**config.mk**
```make
export PLATFORM = sky130hd
export DESIGN_NAME = secl_loader
export DESIGN_NICKNAME = d
export VERILOG_FILES = /design/src/hdl/secl_loader.v
export VERILOG_INCLUDE_DIRS = /design/src /design/src/hdl
export SDC_FILE = /design/constraint.sdc
export NUM_CORES = 1
export LEC_CHECK = 0
export BUFFER_PORTS_ARGS = -buffer_cell sky130_fd_sc_hd__buf_2
export CORE_MARGIN = 2
export CORE_UTILIZATION = 42
export DETAILED_ROUTE_END_ITERATION = 6
export PLACE_DENSITY_LB_ADDON = 0.15
export SETUP_SLACK_MARGIN = 0.15
export SLEW_MARGIN = 20
export SYNTH_ARGS = -nofsm -noshare
export SYNTH_HDL_FRONTEND = slang
export SYNTH_SLANG_ARGS = --single-unit
export TNS_END_PERCENT = 5
```
**constraint.sdc**
```tcl
create_clock -name sys_clk -period 5.3 [get_ports sys_clk]
set_clock_uncertainty 0.1 [all_clocks]
set_input_delay 0.265 -clock sys_clk [delete_from_list [all_inputs] [get_ports sys_clk]]
set_output_delay 0.265 -clock sys_clk [all_outputs]
set_load 0.1 [all_outputs]
```
**src/hdl/secl_defs.vh**
```
// constants for the serial eeprom configuration loader
`ifndef SECL_DEFS_VH
`define SECL_DEFS_VH

// system clock period
`define SECL_CLK_NS 8
// serial clock cycle times
`define SECL_SK_FAST_NS 800
`define SECL_SK_SLOW_NS 4000
// half cycles in system clocks
`define SECL_HALF_FAST (`SECL_SK_FAST_NS / `SECL_CLK_NS / 2)
`define SECL_HALF_SLOW (`SECL_SK_SLOW_NS / `SECL_CLK_NS / 2)

// bus speed field codes
`define SECL_SPEED_125 2'b00
`define SECL_SPEED_25 2'b11

// read frame: start bit, opcode, address, then data
`define SECL_READ_OP 2'b10
`define SECL_ADDR_W 6
`define SECL_DATA_W 16
`define SECL_CMD_BITS 9
`define SECL_FRAME_BITS 25
`define SECL_DATA_FIRST 9
// number of configuration words loaded
`define SECL_WORD_COUNT 6'h08
// last count of strap settling after reset; settling lasts 5 system clocks
`define SECL_SETTLE 4'h4

`endif

```
**src/hdl/secl_loader.v**
```verilog
// serial eeprom configuration loader run once after reset
`timescale 1ns/1ps
// What this block does
// strap high: eeprom present, load from it
// strap low: no eeprom access, skip load
// drive read command out on serial out
// speed code 11: serial clock cycle 4 us
// speed code 00: serial clock cycle 800 ns
// sample eeprom data on serial in pin
// no eeprom: serial in straps 8/16 bit bus
// one read pass after reset, standard sequence
`include "secl_defs.vh"

module secl_loader (
  // clock and reset
  input wire sys_clk,
  input wire rstn,
  // strap and speed setting
  input wire romPresentStrap,
  input wire [1:0] internalBusSpeedCtrl,
  // eeprom pins
  output reg romChipSelect,
  output reg romSerialClock,
  output reg romSerialOut,
  input wire romSerialIn,
  // configuration words out
  output reg [`SECL_ADDR_W-1:0] cfgAddr,
  output reg [`SECL_DATA_W-1:0] cfgData,
  output reg cfgValid,
  // status
  output reg hostBus16,
  output reg romUsed,
  output reg loadDone
);

  localparam [2:0] ST_SETTLE = 3'h0;
  localparam [2:0] ST_DECIDE = 3'h1;
  localparam [2:0] ST_SHIFT = 3'h2;
  localparam [2:0] ST_GAP = 3'h3;
  localparam [2:0] ST_DONE = 3'h4;

  // half cycle lengths and frame ends, cut to their counter widths
  localparam integer HALF_FAST_I = `SECL_HALF_FAST;
  localparam integer HALF_SLOW_I = `SECL_HALF_SLOW;
  localparam integer FRAME_LAST_I = `SECL_FRAME_BITS - 1;
  localparam [9:0] HALF_FAST = HALF_FAST_I[9:0];
  localparam [9:0] HALF_SLOW = HALF_SLOW_I[9:0];
  localparam [4:0] FRAME_LAST = FRAME_LAST_I[4:0];
  localparam [5:0] WORD_LAST = `SECL_WORD_COUNT - 6'h01;

  // half serial clock length from speed code
  function [9:0] halfLen;
    input [1:0] speed;
    begin
      if (speed == `SECL_SPEED_125) begin
        halfLen = HALF_FAST;
      end else begin
        halfLen = HALF_SLOW;
      end
    end
  endfunction

  // command bit for frame position idx
  function cmdBit;
    input [`SECL_ADDR_W-1:0] addr;
    input [4:0] idx;
    reg [`SECL_CMD_BITS-1:0] cmd;
    begin
      cmd = {1'b1, `SECL_READ_OP, addr};
      if (idx < `SECL_CMD_BITS) begin
        cmdBit = cmd[`SECL_CMD_BITS-1-idx];
      end else begin
        cmdBit = 1'b0;
      end
    end
  endfunction

  // data word with one more bit shifted in at the bottom
  function [`SECL_DATA_W-1:0] shiftIn;
    input [`SECL_DATA_W-1:0] word;
    input bitIn;
    begin
      shiftIn = {word[`SECL_DATA_W-2:0], bitIn};
    end
  endfunction

  // next half cycle count
  function [9:0] halfStep;
    input [9:0] cnt;
    begin
      halfStep = cnt + 10'h001;
    end
  endfunction

  reg strapMeta_q, strapSync_q;
  reg dinMeta_q, dinSync_q;
  reg [2:0] state_q;
  reg [3:0] settle_q;
  reg [9:0] halfCnt_q;
  reg [4:0] bitIdx_q;
  reg [`SECL_ADDR_W-1:0] addr_q;
  reg [`SECL_DATA_W-1:0] shift_q;

  // at or past the end, so a live speed change cannot skip the end
  wire halfEnd = (halfCnt_q >= halfLen(internalBusSpeedCtrl) - 10'd1);
  wire lastBit = (bitIdx_q == FRAME_LAST);
  wire lastWord = (addr_q == WORD_LAST);
  wire [4:0] nextIdx = bitIdx_q + 5'h01;
  wire [`SECL_ADDR_W-1:0] nextAddr = addr_q + 6'h01;

  // pin synchronisers
  always @(posedge sys_clk) begin
    if (!rstn) begin
      strapMeta_q <= 1'b0;
      strapSync_q <= 1'b0;
      dinMeta_q <= 1'b0;
      dinSync_q <= 1'b0;
    end else begin
      strapMeta_q <= romPresentStrap;
      strapSync_q <= strapMeta_q;
      dinMeta_q <= romSerialIn;
      dinSync_q <= dinMeta_q;
    end
  end

  always @(posedge sys_clk) begin
    if (!rstn) begin
      state_q <= ST_SETTLE;
      settle_q <= 4'h0;
      halfCnt_q <= 10'h000;
      bitIdx_q <= 5'h00;
      addr_q <= {`SECL_ADDR_W{1'b0}};
      shift_q <= {`SECL_DATA_W{1'b0}};
      romChipSelect <= 1'b0;
      romSerialClock <= 1'b0;
      romSerialOut <= 1'b0;
      cfgAddr <= {`SECL_ADDR_W{1'b0}};
      cfgData <= {`SECL_DATA_W{1'b0}};
      cfgValid <= 1'b0;
      hostBus16 <= 1'b0;
      romUsed <= 1'b0;
      loadDone <= 1'b0;
    end else begin
      cfgValid <= 1'b0;
      case (state_q)
        ST_SETTLE: begin
          // let the synchronised straps settle
          settle_q <= settle_q + 4'h1;
          if (settle_q == `SECL_SETTLE) begin
            state_q <= ST_DECIDE;
          end
        end
        ST_DECIDE: begin
          // straps are read once per reset
          if (strapSync_q) begin
            romUsed <= 1'b1;
            romChipSelect <= 1'b1;
            romSerialOut <= cmdBit(addr_q, 5'h00);
            halfCnt_q <= 10'h000;
            bitIdx_q <= 5'h00;
            state_q <= ST_SHIFT;
          end else begin
            hostBus16 <= dinSync_q;
            loadDone <= 1'b1;
            state_q <= ST_DONE;
          end
        end
        ST_SHIFT: begin
          if (halfEnd) begin
            halfCnt_q <= 10'h000;
            if (!romSerialClock) begin
              romSerialClock <= 1'b1;
            end else begin
              romSerialClock <= 1'b0;
              // sample just before the falling edge
              if (bitIdx_q >= `SECL_DATA_FIRST) begin
                shift_q <= shiftIn(shift_q, dinSync_q);
              end
              if (lastBit) begin
                cfgAddr <= addr_q;
                cfgData <= shiftIn(shift_q, dinSync_q);
                cfgValid <= 1'b1;
                romChipSelect <= 1'b0;
                romSerialOut <= 1'b0;
                state_q <= ST_GAP;
              end else begin
                bitIdx_q <= nextIdx;
                romSerialOut <= cmdBit(addr_q, nextIdx);
              end
            end
          end else begin
            halfCnt_q <= halfStep(halfCnt_q);
          end
        end
        ST_GAP: begin
          // chip select low for one half cycle between words
          if (halfEnd) begin
            halfCnt_q <= 10'h000;
            if (lastWord) begin
              loadDone <= 1'b1;
              state_q <= ST_DONE;
            end else begin
              addr_q <= nextAddr;
              bitIdx_q <= 5'h00;
              romChipSelect <= 1'b1;
              romSerialOut <= cmdBit(nextAddr, 5'h00);
              state_q <= ST_SHIFT;
            end
          end else begin
            halfCnt_q <= halfStep(halfCnt_q);
          end
        end
        ST_DONE: begin
          state_q <= ST_DONE;
        end
        default: begin
          state_q <= ST_DONE;
        end
      endcase
    end
  end

endmodule

```
### Word-level counts from Yosys, hierarchy flattened

Cells that the tools add are included.

* add/subtract/negate cells: 6
* $lt $le $gt $ge: 4
* equal/unequal tests: 16
* mux-type cells: 39
* bitwise logic cells: 2
* reduce and logical (&&, ||, !) cells: 19

Operator list (count)
* $lt 32x5->1 const B: 1
* $mux 5: 6
* $mux 3: 7
* $mux 10: 2
* $ne 2x2->1 const B: 10
* $pmux 10 s2: 1
* $mux 1: 16
* $reduce_and 4->1: 4
* $pmux 5 s3: 1
* $reduce_and 7->1: 2
* $pmux 3 s4: 1
* $add 10x1->10 const B: 1
* $ge 10x10->1: 1
* $sub 10x1->10 const B: 1
* $mux 8: 1
* $reduce_and 2->1: 4
* $add 6x1->6 const B: 1
* $eq 3x2->1 const B: 2
* $eq 6x3->1 const B: 1
* $pmux 1 s3: 2
* $reduce_and 6->1: 1
* $sub 4x5->6 const A: 1
* $add 5x1->5 const B: 1
* $eq 5x5->1 const B: 1
* other kinds (15): 17

* register bits after elaboration: 76
* input bits: 6
* output and inout bits: 29
* word-level logic and storage cells: 105

### Logic depth before layout (Yosys ltp)

* word-level depth: 9
* gate-level depth with buffers: 10

### Worst setup path after synthesis

No wires, ideal clock.

* path kind: register to register
* start: register bitIdx_q[0]
* end: register romSerialOut
* library setup time: 0.116 ns
* arrival time: 2.309 ns
* data required time: 5.084 ns
* path slack: 2.774 ns
* cell stages (with the launch flop): 11
* path buffers: 2
* period minus slack after synthesis: 2.526 ns
* path through: dfxtp_1 > clkbuf_1 > inv_1 > ha_1 > clkbuf_1 > or4bb_1 > o211ai_1 > nand2_1 > xnor2_1 > o211ai_1 > and4_1

* cells in the longest elaborated chain, start to end: 9
* elaborated cells between the ends (all ways): 11
* classes of those cells: add/sub: 2; order compare: 1; eq/ne: 1; mux: 7

RTL lines
* start: declaration: line secl_loader.v:100 `reg [4:0] bitIdx_q;`
* start signal: assignment: line secl_loader.v:187 `bitIdx_q <= nextIdx;`
* $add 5x1->5: line secl_loader.v:108 `wire [4:0] nextIdx = bitIdx_q + 5'h01;`
* $sub 4x5->6 (no source line)
* $bmux 1 s4: line secl_loader.v:71 `` cmdBit = cmd[`SECL_CMD_BITS-1-idx]; ``
* $mux 1: line secl_loader.v:71
* $mux 1: line secl_loader.v:70 `` if (idx < `SECL_CMD_BITS) begin ``
* $mux 1 (*): line secl_loader.v:179 `if (lastBit) begin`
* $mux 1 (*): line secl_loader.v:171 `if (!romSerialClock) begin`
* $mux 1 (*): line secl_loader.v:169 `if (halfEnd) begin`
* $pmux 1 s3 (*): line secl_loader.v:145 `case (state_q)`
* end signal: assignment: line secl_loader.v:158 `romSerialOut <= cmdBit(addr_q, 5'h00);`
* end signal: assignment: line secl_loader.v:188 `romSerialOut <= cmdBit(addr_q, nextIdx);`
* end signal: assignment: line secl_loader.v:206 `romSerialOut <= cmdBit(nextAddr, 5'h00);`
* end: declaration: line secl_loader.v:24 `output reg romSerialOut,`

Mark *: on every way between the ends. The rest lies on a longest branch, timed or not. The select of a mux whose other input is x is not followed.
A chain may end at the register's enable or synchronous reset.

### Worst setup path in the final report

Ends and elaborated chain as after synthesis.

==> impl_metrics.csv <==
group,metric,value,unit
place,io_buffers,34,
cts,clock-sinks,76,
logic_synthesis,async_flop_share,0,%
logic_synthesis,ys_seq_area_share,43.0,%
timing,finalMaxSlewViolations,0,
logic_synthesis,yosys.area.top_type,"dfxtp_1",
cts,clkLatencyLatePin,0.35,ns
logic_synthesis,synth_area_leaders,"dfxtp_1 43%, nand2_1 7.2%, mux2i_1 5.9%, a21boi_0 4.0%, ha_1 3.5%",
cts,post_cts_buffers,0,
detailed_routing,wl_per_cell,12.7,µm
power,cellLeakagePower,1.51,nW
detailed_routing,drtAntennaViolNets,0,
detailed_routing,vias,2717,
critical_path,rr_startpoint,"bitIdx_q[0]$_SDFFE_PN0P_",
floorplanning,die_h,95.8,µm
global_routing,grt_max_degree,70,
global_routing,grt_first_pass_wirelength,11300,µm
timing,fin_tns_setup,0,ns
logic_synthesis,syn_area_per_cell,8.89,µm²
critical_path,worstSetupStartpoint,"bitIdx_q[0]$_SDFFE_PN0P_",
floorplanning,dieWidth,95.8,µm
final_layout,stdcell_count,535,
critical_path,crit_top_cell,"o211ai_1",
critical_path,cp_max_fo,14,
global_routing,grt_pass1_vias,2380,
timing,grt_setup_unrepaired,"false",
detailed_routing,totalWireLength,6790,µm
logic_synthesis,yosysUniqueCellTypes,53,
logic_synthesis,syn_nets,414,
logic_synthesis,muxShareOfSynthArea,5.94,%
logic_synthesis,yosysWarningCount,0,
floorplanning,rows,33,
critical_path,crit_chain,"inv_1 > ha_1 > or4bb_1 > o211ai_1 > nand2_1 > xnor2_1 > o211ai_1 > and4_1",
floorplanning,io_pins,35,
cts,root_buffer,"clkbuf_8",
timing,setup-violations-final,0,
place,place_inst,519,
cts,max-clock-path-buffers,2,
logic_synthesis,syn_inst,398,
global_routing,grt_usage,15.6,%
cts,cts_tree,"built",
power,irDropWorstVdd,145,µV
critical_path,cp.required,5.49,ns
flow_run,max_cap_viol_count,0,
floorplanning,core_area,8180,µm²
cts,postCtsHoldBufs,0,
run_status,status,"finished, final reports clean",
critical_path,cp-start-kind,"flop",
logic_synthesis,synth_top_family_by_area,"simple AND/OR/NAND/NOR gates",
floorplanning,dieArea,9170,µm²
detailed_routing,dr.pass1.iters,4,
cts,cts_buffers,9,
place,dpl_cell_area,3760,µm²
final_layout,fill_cells,795,
logic_synthesis,yosysMostFrequentCell,"dfxtp_1",
timing,min_period_over_period,48.1,%
logic_synthesis,synthSimpleGateAreaFrac,24.9,%
critical_path,cpMaxStageDelayCell,"dfxtp_1",
critical_path,worstPathArrival,2.74,ns
global_routing,grt_antenna_before_repair,0,
timing,fmax,392,MHz
detailed_routing,drtIter0Drc,154,
cts,clkTransAtPathRegs,0.09,ns
timing,min_period,2.55,ns
hold_path,min_from,"romSerialIn",
power,power.density,301,nW/µm²
logic_synthesis,synth_xor_area_share,4.46,%
logic_synthesis,netlist_top_cells_count,"76 x dfxtp_1, 68 x nand2_1, 27 x nor2_1, 21 x mux2i_1, 20 x nor2b_1",
logic_synthesis,synth_edf_count,0,
place,globalplace.congestion,0.920,
critical_path,endpoint_kind,"flop",
logic_synthesis,synthAdderAreaFrac,3.54,%
logic_synthesis,synth_top_area_share,43.0,%
cts,htree_levels,3,
final_layout,drive_gt1_share,14.2,%
logic_synthesis,synth_flop_cell,"dfxtp_1",
global_routing,overflow,0,
timing,hold_viol,0,
hold_path,hold_class,"in -> reg",
critical_path,max_stage_delay,0.58,ns
final_layout,fin_nets,441,
detailed_routing,viasPerCell,5.08,
timing,worst_slew_pin_slew,0.916,ns
final_layout,design_area,3950,µm²
floorplanning,start_util,43.3,%
detailed_routing,remaining_drc_errors,0,
cts,cts_resized,0,
place,dp_hpwl,4570,µm
final_layout,antenna_cells,0,
logic_synthesis,ys_seq_elements,76,
logic_synthesis,synth_compound_gate_area_share,14.1,%
final_layout,area_delta_synth_final,11.5,%
logic_synthesis,synth_area,3540,µm²
timing,slew_headroom,38.7,%
critical_path,path_class,"reg -> reg",
## metrics by stage
step / utilization (%) / power, mW / setup WS, ns / hold slack, ns
2_1_floorplan: - / 0.756 / 2.77 / 0.292
3_3_place_gp: 46.0 / 0.786 / 2.83 / 0.314
3_5_place_dp: 46.0 / 0.787 / 2.79 / 0.323
4_1_cts: 48.3 / 1.20 / 2.76 / 0.0123
5_1_grt: 48.3 / 1.26 / 2.54 / 0.0176
6_report: 48.3 / 1.19 / 2.75 / 0.0232
## final cells by class
cell class	count	area [µm²]	share of cell area [%]
Clock buffer	9	124	3.14
Clock inverter	7	58.8	1.49
Inverter	14	52.6	1.33
Multi-Input combinational cell	288	1870	47.5
Sequential cell	76	1520	38.6
Tap cell	105	131	3.33
Timing Repair Buffer	36	185	4.69
## worst paths after layout
check / to / slack (ns) / cells past startpoint
setup / recovery: romSerialOut$_SDFFE_PN0P_ / 2.75 / 8
hold / removal: dinMeta_q$_SDFF_PN0_ / 0.02 / 2
setup reg to reg: romSerialOut$_SDFFE_PN0P_ / 2.75 / 8
hold reg to reg: dinSync_q$_SDFF_PN0_ / 0.34 / 1
## where the power goes
part / internal (mW) / switching [mW] / total (mW) / leakage [nW]
sequential: 0.590 / 0.0235 / 0.613 / 0.614
clock: 0.176 / 0.236 / 0.413 / 0.0868
combinational: 0.0658 / 0.0951 / 0.161 / 0.809
total: 0.832 / 0.355 / 1.19 / 1.51
## kinds of logic after synthesis
| logic type | after synthesis |
|---|---|
| XOR/XNOR | 18 |
| multiplexers | 21 |
| AO/OA/AOI/OAI | 66 |
| flip-flops | 76 |
| adder cells (fa/ha/maj) | 10 |
| AND/OR/NAND/NOR | 173 |
| buffers and inverters | 34 |
## layer usage
| metal | GRT usage, % | vias to the layer above | part of all wire, % |
|---|---|---|---|
| met1 | 21.5 | 1255 | 50 |
| li1 | - | 1412 | - |
| met3 | 4.54 | 6 | 3.5 |
| met4 | 4.64 | 0 | 1.1 |
| met5 | 0 | - | 0 |
| met2 | 23.7 | 44 | 45 |
## flip-flops by register name (all words and copies together), names as in the netlist, 3 cells and up
register   flops
addr_q         6
settle_q       4
shift_q       15
bitIdx_q       5
cfgData       16
state_q        3
cfgAddr        6
halfCnt_q     10
## placed cells by master, fill, tap and decap left out, types with 6 or more instances in the layout
master,instances
xnor2_1,13
nor2b_1,20
nand2_1,68
and2_1,11
o21ai_0,7
buf_2,34
inv_1,13
clkbuf_8,9
a21oi_1,8
mux2i_1,21
a31oi_1,6
ha_1,10
nor2_1,27
nand2b_1,6
nand3_1,8
dfxtp_1,76
a21boi_0,19
## critical path, delay by kind of cell, from the launching register on
family                     cells  cell delay (ns)
and+or+nand+nor                3             0.79
AOI/OAI and AO/OA              2             0.32
buffers and inverters          1             0.13
adders and majority gates      1             0.43
DFF                            1             0.58
xor gates and xnor gates       1             0.14
No activity file was read; power rests on OpenSTA's default activity.
